`src/tap_map.vh`:
```
// What this block does
// - step state on each rising test clock
// - test reset acts at once, no clock
// - held test reset keeps Test-Logic-Reset
// - Test-Logic-Reset loads the IDCODE instruction
// - five high mode-selects reach Test-Logic-Reset
// - stopped test clock keeps all state
// - four-bit instruction chain plus update register
// - held instruction picks the data chain
// - TAP state times capture, shift, update
// - unknown instruction codes act as BYPASS
// - EXTEST and INTEST shift the one-bit bypass chain, not the boundary chain
// - instruction picks core or vendor output
// - standard plus core debug instructions
// - power-on reset also resets the TAP
// - data input sampled on rising edge
// - data output driven only while shifting
// - data output changes on falling edge
//
// Purpose: constants of the test access port
// Assumes: included by bare name, no other definitions
// Notes: instruction codes and id value are arbitrary
`ifndef TAP_MAP_VH
`define TAP_MAP_VH
`define IR_W 4
`define IR_CAPTURE 4'h1
`define INSTR_EXTEST 4'h0
`define INSTR_INTEST 4'h1
`define INSTR_SAMPLE 4'h2
`define INSTR_ABORT 4'h8
`define DEBUG_PORT_ACCESS_INSTR 4'ha
`define ACCESS_PORT_ACCESS_INSTR 4'hb
`define INSTR_IDCODE 4'he
`define INSTR_BYPASS 4'hf
`define ID_W 32
// arbitrary identification value
`define ID_VALUE 32'h00001001
`define BS_W 8
`define FIFO_DEPTH 4
`define FIFO_AW 2
`endif

```
`src/jtag_tap.v`:
```
// Purpose: test access port with output steering to the core debug port
// Assumes: test pins are sampled by MCLK, far faster than the test clock
// Notes: boundary updates leave through a small fifo;
//   an update meeting a full fifo defers test clock edges until a word leaves and frees a slot
`include "tap_map.vh"
module jtag_tap (
  input wire MCLK,
  input wire RST_N,
  input wire TCK,
  input wire TMS,
  input wire TDI,
  input wire TRST_N,
  input wire CORE_TDO,
  output reg TDO_OUT,
  output reg TDO_OE,
  output reg CORE_SEL,
  output reg [3:0] TAP_STATE,
  input wire [`BS_W-1:0] BS_IN,
  output reg [`BS_W-1:0] BS_OUT,
  output reg BS_DRIVE,
  output reg BS_INTEST,
  output wire UPD_VALID,
  input wire UPD_READY,
  output wire [`BS_W-1:0] UPD_DATA
);
  localparam TLR = 4'h0;
  localparam RTI = 4'h1;
  localparam SEL_DR = 4'h2;
  localparam CAP_DR = 4'h3;
  localparam SH_DR = 4'h4;
  localparam EX1_DR = 4'h5;
  localparam PA_DR = 4'h6;
  localparam EX2_DR = 4'h7;
  localparam UPD_DR = 4'h8;
  localparam SEL_IR = 4'h9;
  localparam CAP_IR = 4'ha;
  localparam SH_IR = 4'hb;
  localparam EX1_IR = 4'hc;
  localparam PA_IR = 4'hd;
  localparam EX2_IR = 4'he;
  localparam UPD_IR = 4'hf;

  // pin synchronisers: {core tdo, tdi, tms, tck}
  reg [3:0] pin1_reg;
  reg [3:0] pin2_reg;
  reg [`BS_W-1:0] bs1_reg;
  reg [`BS_W-1:0] bs2_reg;
  reg tck_d_reg;
  reg [1:0] trst_reg;
  wire tap_arst_n;
  wire tap_rst_n;
  wire tck_s;
  wire tms_s;
  wire tdi_s;
  wire core_tdo_s;

  // tap state and chains
  reg [3:0] state_reg;
  reg [3:0] state_next;
  reg [`IR_W-1:0] ir_sh_reg;
  reg [`IR_W-1:0] ir_reg;
  reg [`ID_W-1:0] id_sh_reg;
  reg [`BS_W-1:0] bs_sh_reg;
  reg byp_reg;
  reg upd_pend_reg;
  reg rise_pend_reg;
  reg fall_pend_reg;
  wire tck_rise;
  wire tck_fall;
  wire stall;
  wire rise_go;
  wire fall_go;
  wire fifo_ready;

  // instruction decode
  wire is_idcode;
  wire is_sample;
  wire is_ext;
  wire is_int;
  wire is_core;
  wire is_bypass;
  reg dr_out;

  assign tck_s = pin2_reg[0];
  assign tms_s = pin2_reg[1];
  assign tdi_s = pin2_reg[2];
  assign core_tdo_s = pin2_reg[3];

  // power-on reset or test reset clears the tap at once
  assign tap_arst_n = RST_N & TRST_N;
  assign tap_rst_n = trst_reg[1];

  always @(posedge MCLK or negedge tap_arst_n) begin
    if (!tap_arst_n) begin
      trst_reg <= 2'h0;
    end else begin
      trst_reg <= {trst_reg[0], 1'b1};
    end
  end

  always @(posedge MCLK or negedge RST_N) begin
    if (!RST_N) begin
      // idle levels of the pulled-up pins, so no false edge after reset
      pin1_reg <= 4'h7;
      pin2_reg <= 4'h7;
      bs1_reg <= {`BS_W{1'b0}};
      bs2_reg <= {`BS_W{1'b0}};
      tck_d_reg <= 1'b1;
    end else begin
      pin1_reg <= {CORE_TDO, TDI, TMS, TCK};
      pin2_reg <= pin1_reg;
      bs1_reg <= BS_IN;
      bs2_reg <= bs1_reg;
      tck_d_reg <= tck_s;
    end
  end

  // no edge on a stopped test clock, so nothing moves
  assign tck_rise = tck_s & ~tck_d_reg;
  assign tck_fall = ~tck_s & tck_d_reg;

  // a full fifo holds a pending update and defers the next edges;
  // a deferred fall waits until its rise has been handled
  assign stall = upd_pend_reg & ~fifo_ready;
  assign rise_go = (tck_rise | rise_pend_reg) & ~stall;
  assign fall_go = (tck_fall | fall_pend_reg) & ~stall & ~rise_pend_reg;

  assign is_idcode = (ir_reg == `INSTR_IDCODE);
  assign is_sample = (ir_reg == `INSTR_SAMPLE);
  assign is_ext = (ir_reg == `INSTR_EXTEST);
  assign is_int = (ir_reg == `INSTR_INTEST);
  assign is_core = (ir_reg == `ACCESS_PORT_ACCESS_INSTR) |
                   (ir_reg == `DEBUG_PORT_ACCESS_INSTR) |
                   (ir_reg == `INSTR_ABORT);
  // every other code falls back to the one-bit path
  assign is_bypass = ~(is_idcode | is_sample | is_core);

  // sixteen-state transition graph
  always @* begin
    state_next = state_reg;
    case (state_reg)
      TLR: begin
        state_next = tms_s ? TLR : RTI;
      end
      RTI: begin
        state_next = tms_s ? SEL_DR : RTI;
      end
      SEL_DR: begin
        state_next = tms_s ? SEL_IR : CAP_DR;
      end
      CAP_DR: begin
        state_next = tms_s ? EX1_DR : SH_DR;
      end
      SH_DR: begin
        state_next = tms_s ? EX1_DR : SH_DR;
      end
      EX1_DR: begin
        state_next = tms_s ? UPD_DR : PA_DR;
      end
      PA_DR: begin
        state_next = tms_s ? EX2_DR : PA_DR;
      end
      EX2_DR: begin
        state_next = tms_s ? UPD_DR : SH_DR;
      end
      UPD_DR: begin
        state_next = tms_s ? SEL_DR : RTI;
      end
      SEL_IR: begin
        state_next = tms_s ? TLR : CAP_IR;
      end
      CAP_IR: begin
        state_next = tms_s ? EX1_IR : SH_IR;
      end
      SH_IR: begin
        state_next = tms_s ? EX1_IR : SH_IR;
      end
      EX1_IR: begin
        state_next = tms_s ? UPD_IR : PA_IR;
      end
      PA_IR: begin
        state_next = tms_s ? EX2_IR : PA_IR;
      end
      EX2_IR: begin
        state_next = tms_s ? UPD_IR : SH_IR;
      end
      UPD_IR: begin
        state_next = tms_s ? SEL_DR : RTI;
      end
      default: begin
        state_next = TLR;
      end
    endcase
  end

  // bit leaving the selected data chain
  always @* begin
    if (is_idcode) begin
      dr_out = id_sh_reg[0];
    end else if (is_sample) begin
      dr_out = bs_sh_reg[0];
    end else if (is_core) begin
      dr_out = core_tdo_s;
    end else begin
      dr_out = byp_reg;
    end
  end

  // rising edge: state step, capture, shift and update
  always @(posedge MCLK or negedge tap_rst_n) begin
    if (!tap_rst_n) begin
      state_reg <= TLR;
      ir_sh_reg <= {`IR_W{1'b0}};
      ir_reg <= `INSTR_IDCODE;
      id_sh_reg <= {`ID_W{1'b0}};
      bs_sh_reg <= {`BS_W{1'b0}};
      byp_reg <= 1'b0;
      BS_OUT <= {`BS_W{1'b0}};
      upd_pend_reg <= 1'b0;
      rise_pend_reg <= 1'b0;
      fall_pend_reg <= 1'b0;
    end else begin
      if (tck_fall && (stall || rise_pend_reg)) begin
        fall_pend_reg <= 1'b1;
      end else if (fall_go) begin
        fall_pend_reg <= 1'b0;
      end
      if (stall && tck_rise) begin
        rise_pend_reg <= 1'b1;
      end else if (rise_go) begin
        rise_pend_reg <= 1'b0;
      end
      if (upd_pend_reg && fifo_ready) begin
        upd_pend_reg <= 1'b0;
      end
      if (rise_go) begin
        state_reg <= state_next;
        case (state_reg)
          TLR: begin
            ir_reg <= `INSTR_IDCODE;
          end
          CAP_IR: begin
            ir_sh_reg <= `IR_CAPTURE;
          end
          SH_IR: begin
            ir_sh_reg <= {tdi_s, ir_sh_reg[`IR_W-1:1]};
          end
          UPD_IR: begin
            ir_reg <= ir_sh_reg;
          end
          CAP_DR: begin
            if (is_idcode) begin
              id_sh_reg <= `ID_VALUE;
            end
            if (is_sample) begin
              bs_sh_reg <= bs2_reg;
            end
            if (is_bypass) begin
              byp_reg <= 1'b0;
            end
          end
          SH_DR: begin
            if (is_idcode) begin
              id_sh_reg <= {tdi_s, id_sh_reg[`ID_W-1:1]};
            end
            if (is_sample) begin
              bs_sh_reg <= {tdi_s, bs_sh_reg[`BS_W-1:1]};
            end
            if (is_bypass) begin
              byp_reg <= tdi_s;
            end
          end
          UPD_DR: begin
            if (is_sample) begin
              BS_OUT <= bs_sh_reg;
              upd_pend_reg <= 1'b1;
            end
          end
          default: begin
            ir_reg <= ir_reg;
          end
        endcase
        // entering reset drops the old instruction at once
        if (state_next == TLR) begin
          ir_reg <= `INSTR_IDCODE;
        end
      end
    end
  end

  // falling edge: output bit, enable and steering change here
  always @(posedge MCLK or negedge tap_rst_n) begin
    if (!tap_rst_n) begin
      TDO_OUT <= 1'b0;
      TDO_OE <= 1'b0;
      CORE_SEL <= 1'b0;
      BS_DRIVE <= 1'b0;
      BS_INTEST <= 1'b0;
      TAP_STATE <= TLR;
    end else begin
      TAP_STATE <= state_reg;
      BS_DRIVE <= is_ext;
      BS_INTEST <= is_int;
      if (fall_go) begin
        CORE_SEL <= is_core;
        TDO_OE <= (state_reg == SH_IR) | (state_reg == SH_DR);
        if (state_reg == SH_IR) begin
          TDO_OUT <= ir_sh_reg[0];
        end else if (state_reg == SH_DR) begin
          TDO_OUT <= dr_out;
        end
      end
    end
  end

  // boundary update words leave through the fifo
  tap_fifo #(
    .W(`BS_W),
    .DEPTH(`FIFO_DEPTH),
    .AW(`FIFO_AW)
  ) upd_fifo (
    .clk(MCLK),
    .rst_n(tap_rst_n),
    .in_valid(upd_pend_reg),
    .in_ready(fifo_ready),
    .in_data(BS_OUT),
    .out_valid(UPD_VALID),
    .out_ready(UPD_READY),
    .out_data(UPD_DATA)
  );
endmodule // jtag_tap

```
`src/tap_fifo.v`:
```
// Purpose: small word fifo with valid and ready on both sides
// Assumes: one clock, asynchronous active-low reset
// Notes: depth must be a power of two equal to 2**AW
module tap_fifo #(
  parameter W = 8,
  parameter DEPTH = 4,
  parameter AW = 2
) (
  input wire clk,
  input wire rst_n,
  input wire in_valid,
  output wire in_ready,
  input wire [W-1:0] in_data,
  output wire out_valid,
  input wire out_ready,
  output wire [W-1:0] out_data
);
  reg [W-1:0] mem_reg [0:DEPTH-1];
  reg [AW-1:0] wr_reg;
  reg [AW-1:0] rd_reg;
  reg [AW:0] cnt_reg;
  wire push;
  wire pop;
  integer i;

  assign in_ready = ~cnt_reg[AW];
  assign out_valid = (cnt_reg != {(AW+1){1'b0}});
  assign out_data = mem_reg[rd_reg];
  assign push = in_valid & in_ready;
  assign pop = out_valid & out_ready;

  always @(posedge clk or negedge rst_n) begin
    if (!rst_n) begin
      wr_reg <= {AW{1'b0}};
      rd_reg <= {AW{1'b0}};
      cnt_reg <= {(AW+1){1'b0}};
      for (i = 0; i < DEPTH; i = i + 1) begin
        mem_reg[i] <= {W{1'b0}};
      end
    end else begin
      if (push) begin
        mem_reg[wr_reg] <= in_data;
        wr_reg <= wr_reg + {{(AW-1){1'b0}}, 1'b1};
      end
      if (pop) begin
        rd_reg <= rd_reg + {{(AW-1){1'b0}}, 1'b1};
      end
      if (push && !pop) begin
        cnt_reg <= cnt_reg + {{AW{1'b0}}, 1'b1};
      end else if (pop && !push) begin
        cnt_reg <= cnt_reg - {{AW{1'b0}}, 1'b1};
      end
    end
  end
endmodule // tap_fifo

```
`config.mk`:
```
export PLATFORM = sky130hd
export DESIGN_NAME = jtag_tap
export DESIGN_NICKNAME = d
export VERILOG_FILES = /design/src/jtag_tap.v /design/src/tap_fifo.v
export VERILOG_INCLUDE_DIRS = /design/src /design/src/src
export SDC_FILE = /design/constraint.sdc
export NUM_CORES = 1
export LEC_CHECK = 0
export CORE_MARGIN = 1.5
export CORE_UTILIZATION = 40
export DETAILED_ROUTE_END_ITERATION = 10
export DONT_BUFFER_PORTS = 1
export PLACE_DENSITY = 0.58
export SYNTH_ARGS = -nofsm -noshare
export SYNTH_HDL_FRONTEND = slang
export SYNTH_HIERARCHICAL = 1
export SYNTH_SLANG_ARGS = --single-unit
```
`constraint.sdc`:
```
create_clock -name MCLK -period 5.5 [get_ports MCLK]
set_input_delay 1.375 -clock MCLK [delete_from_list [all_inputs] [get_ports MCLK]]
set_output_delay 1.375 -clock MCLK [all_outputs]
set_load 0.02 [all_outputs]
```
==> out/results.env <==
ACHIEVABLE-FREQUENCY_MHz=310
SETUP_WS_NS=2.28
ANTENNA-DIODE-COUNT=0
DETAIL_ROUTE.WIRELENGTH_MM=10.5
HTREE_NUM_LEVELS=4
DP_CELL_COUNT=627
WORSTPATHCELLLIST='mux4_2'
TIMING_MAX_TRANSITION_VIOLATIONS_FINAL=0
COMBINATIONALPOWERSHARE_PCT=15.4
YS_TYPES=54
CTS-HOLD-FIX-BUFFERS=0
REPORT.FINAL.HOLD_VIOL_COUNT=0
DRT-WIRELENGTH-PER-CELL_UM=16.0
SETUP.WORST_PATH.END_CLASS='output port'
POST-LAYOUT-TOTAL-POWER_mW=3.02
CRIT_SLOWEST_CELL='dfrtp_1'
CTS_POST_SETUP_BUFFERS_INSERTED=0
TOTAL_LEAKAGE_POWER_nW=3.10
NNETSFINAL=484
SYNTH_AREA_LEADER_CELL='dfrtp_1'
ANT_NETS=0
ROOT_BUFFER='clkbuf_16'
RSZ0062_AT_GRT='no'
FIRST_ITER_VIOLATIONS=200
SYNTHTOPCELLSBYAREA='dfrtp_1, mux2_4, mux2i_1, mux2_2, dfstp_2'
HP-CLASS='flop to flop'
RUN_STATUS='finished, final reports clean'
AREA_GROWTH_SYN_TO_LAYOUT_PCT=12.2
PLACEMENT.IO_BUFFERS=0
GLOBALROUTETOTALUTIL_PCT=14.6
MET2ROUTEDLENGTH_MM=4.87
ROUTABILITYCONGESTION=0.750
CP_TOP_FAMILY='flip-flops'
WL_MET3_UM=457
REMAINING_DRC_ERRORS=0
NUMBER_OF_ANTENNA_VIOLATIONS_AT_THE_FIRST_CHECK_IN_GLOBAL_ROUTING=0
TOP_SIGNAL_LAYER_USED='met4'
FINALCLOCKSKEW_NS=0.00436
CRIT_FANOUT=10
NUMBER_OF_ENABLE_FLIP_FLOP_CELLS_AFTER_SYNTHESIS=0
PERIOD_SHARE_PCT=58.6
MAXIMUM_NUMBER_OF_PINS_ON_ONE_NET_BEFORE_GLOBAL_ROUTE_REPAIR=64
CLK_PIN_SLEW_WORST_PATHS_NS=0.05
FINAL_CELLS=659
POWER.SHARE.SWITCHING_PCT=29.2
MET1_LENGTH_MM=5.04
ARR_TIME_CRIT_PATH_NS=1.85
WORST_SLEW_PIN_SLEW_NS=0.956
POSTSYNTH.ASYNCRESETSHARE_PCT=100
ROUTE.VIAS.TOTAL=3358
DRT_PRE_ANTENNA_ITERS=4
DESIGN.DIE.AREA_UM2=16000
FINALSETUPVIOLATIONS=0
WORSTPATHREQUIRED_NS=4.12
CRIT_PATH_MAX_INCR_DELAY_NS=0.76
WORST-PATH-BUF-INV=0
MAIN_FLOP_TYPE_AFTER_SYNTHESIS='dfrtp_1'
YS_FF_LATCH=139
DETAIL_ROUTE.VIAS_PER_CELL=5.10
CHIPWIDTH_UM=126
CLK-INSERTION-DELAY-LATE_NS=0.42
PEAKVDDDROP_mV=0.276
SYNTHESIS.NETS=482
SYNTH.MOST_COMMON_CELL='dfrtp_1'
YS_WARN_COUNT=6
FIN_SETUP_TNS_NS=0
REGAREA_UM2=3490
CTS.SINKS=139
MAX_CAP_VIOLATIONS=0
MULTI_INPUT_AREA_UM2=2320
CLOCKBUFFERDEPTH=2
GRT_REMAINING_OVERFLOW=0
CRITICAL_PATH_CLASS='flop to output port'
POST_CTS.RESIZED_INSTANCES=0
NETLIST_TOP_CELLS_COUNT='dfrtp_1, inv_1, nand2_1, mux2i_1, mux2_4'
YOSYS.AREA.TOP_TYPE_SHARE_PCT=53.0
GLOBAL_ROUTE_WIRE_LENGTH_BEFORE_REPAIR_MM=18.0
LAYOUT-DRIVE-GT1-SHARE_PCT=25.9
NUMCTSBUFFERS=17
CTS_TREE='yes'
SYNTH_AREA_PER_CELL_UM2=13.2
POWER-PER-CELL-AREA_nW_PER_UM2=442
DP_WIRELENGTH_MM=7.07
POST_SYNTH_INSTANCE_AREA_UM2=6090
INITIAL_UTILIZATION_PCT=41.4
FILLERINSTANCES=1288
FLOORPLAN_DIE_HEIGHT_UM=126
SEQUENTIALPOWERSHARE_PCT=47.5
SHARE_CLK_OF_TOTAL_POWER_PCT=37.0
POWER_SWITCHING_uW=881
FIN_CRIT_NS=3.22
FP.COREAREA_UM2=14700
P_INT_mW=2.14
IO_PINS=42
PLACEMENT_ROWS=44
PROPORTION_OF_SYNTHESIZED_CHIP_AREA_IN_SEQUENTIAL_CELLS_PCT=57.3
DPL_WORST_SLACK_NS=2.69
TIMING.SLEW.HEADROOM_PCT=36.0
SYNTHCELLS=460
GRT_PASS1_VIAS=3469
CP-START-KIND='flop'
-- routing by layer --
metal	global-route usage, %	up-vias
met2	21.7	58
met4	5.48	0
met5	0	-
li1	-	1574
met3	5.31	15
met1	19.7	1711
-- cells in the final DEF, fill, tap and decap left out, types with 4 or more instances in the layout --
cell / synthesis / layout
mux2_2: 27 / 27
nand2_1: 40 / 40
mux4_2: 8 / 8
clkbuf_16: 0 / 17
dfrtp_1: 129 / 128
o21ai_0: 10 / 10
mux2_4: 32 / 32
dfstp_2: 10 / 10
a21oi_1: 5 / 5
mux2i_1: 34 / 34
clkinv_2: 0 / 5
nor2b_1: 7 / 7
o31ai_1: 4 / 4
nand2_8: 4 / 4
nand3_1: 5 / 5
xnor2_1: 5 / 5
inv_1: 46 / 46
ha_1: 5 / 5
nor2_1: 15 / 15
nand4_1: 4 / 4
and2_1: 5 / 5
-- power by group through the flow --
stage	sequential (mW)	clock, mW	combinational [mW]
6_report	1.43	1.12	0.466
3_3_place_gp	1.45	0	0.451
2_1_floorplan	1.34	0	0.461
4_1_cts	1.44	1.15	0.472
5_1_grt	1.47	1.19	0.524
3_5_place_dp	1.45	0	0.470
-- through the flow --
stage | cell area (µm²) | hold slack [ns] | utilization [%]
floorplan | 6090 | 0.331 | -
global placement | 6240 | 0.337 | 42.5
detailed placement | 6240 | 0.339 | 42.5
CTS | 6830 | 0.352 | 46.5
global route | 6830 | 0.360 | 46.5
finish | 6830 | 0.348 | 46.5
-- worst paths after layout --
kind	from	endpoint	slack (ns)	depth (start not counted)
max	upd_fifo/rd_reg[0]	UPD_DATA[1]	2.28	1
min	pin1_reg[3]	pin2_reg[3]	0.35	0
max reg2reg	upd_fifo/cnt_reg[2]	upd_fifo/cnt_reg[2]	3.11	7
min reg2reg	pin1_reg[3]	pin2_reg[3]	0.35	0
max in group asynchronous	trst_reg[1]	id_sh_reg[16]	3.91	1
min in group asynchronous	trst_reg[1]	bs_sh_reg[6]	0.37	0
-- final cells by class --
cell class	count	area share, %
Sequential cell	139	51.2
Multi-Input combinational cell	255	34.0
Clock buffer	21	6.89
Tap cell	184	3.37
Inverter	46	2.53
Clock inverter	11	1.72
Timing Repair Buffer	3	0.330
-- cell families after synthesis --
group | share of synthesized area [%]
xor+xnor | 0.863
other cells | 0.0616
fa+ha+maj | 1.36
compound gates | 4.60
flops | 57.3
simple gates | 9.47
buf+inv | 4.66
mux | 21.7
(Power assumes the default switching activity.)
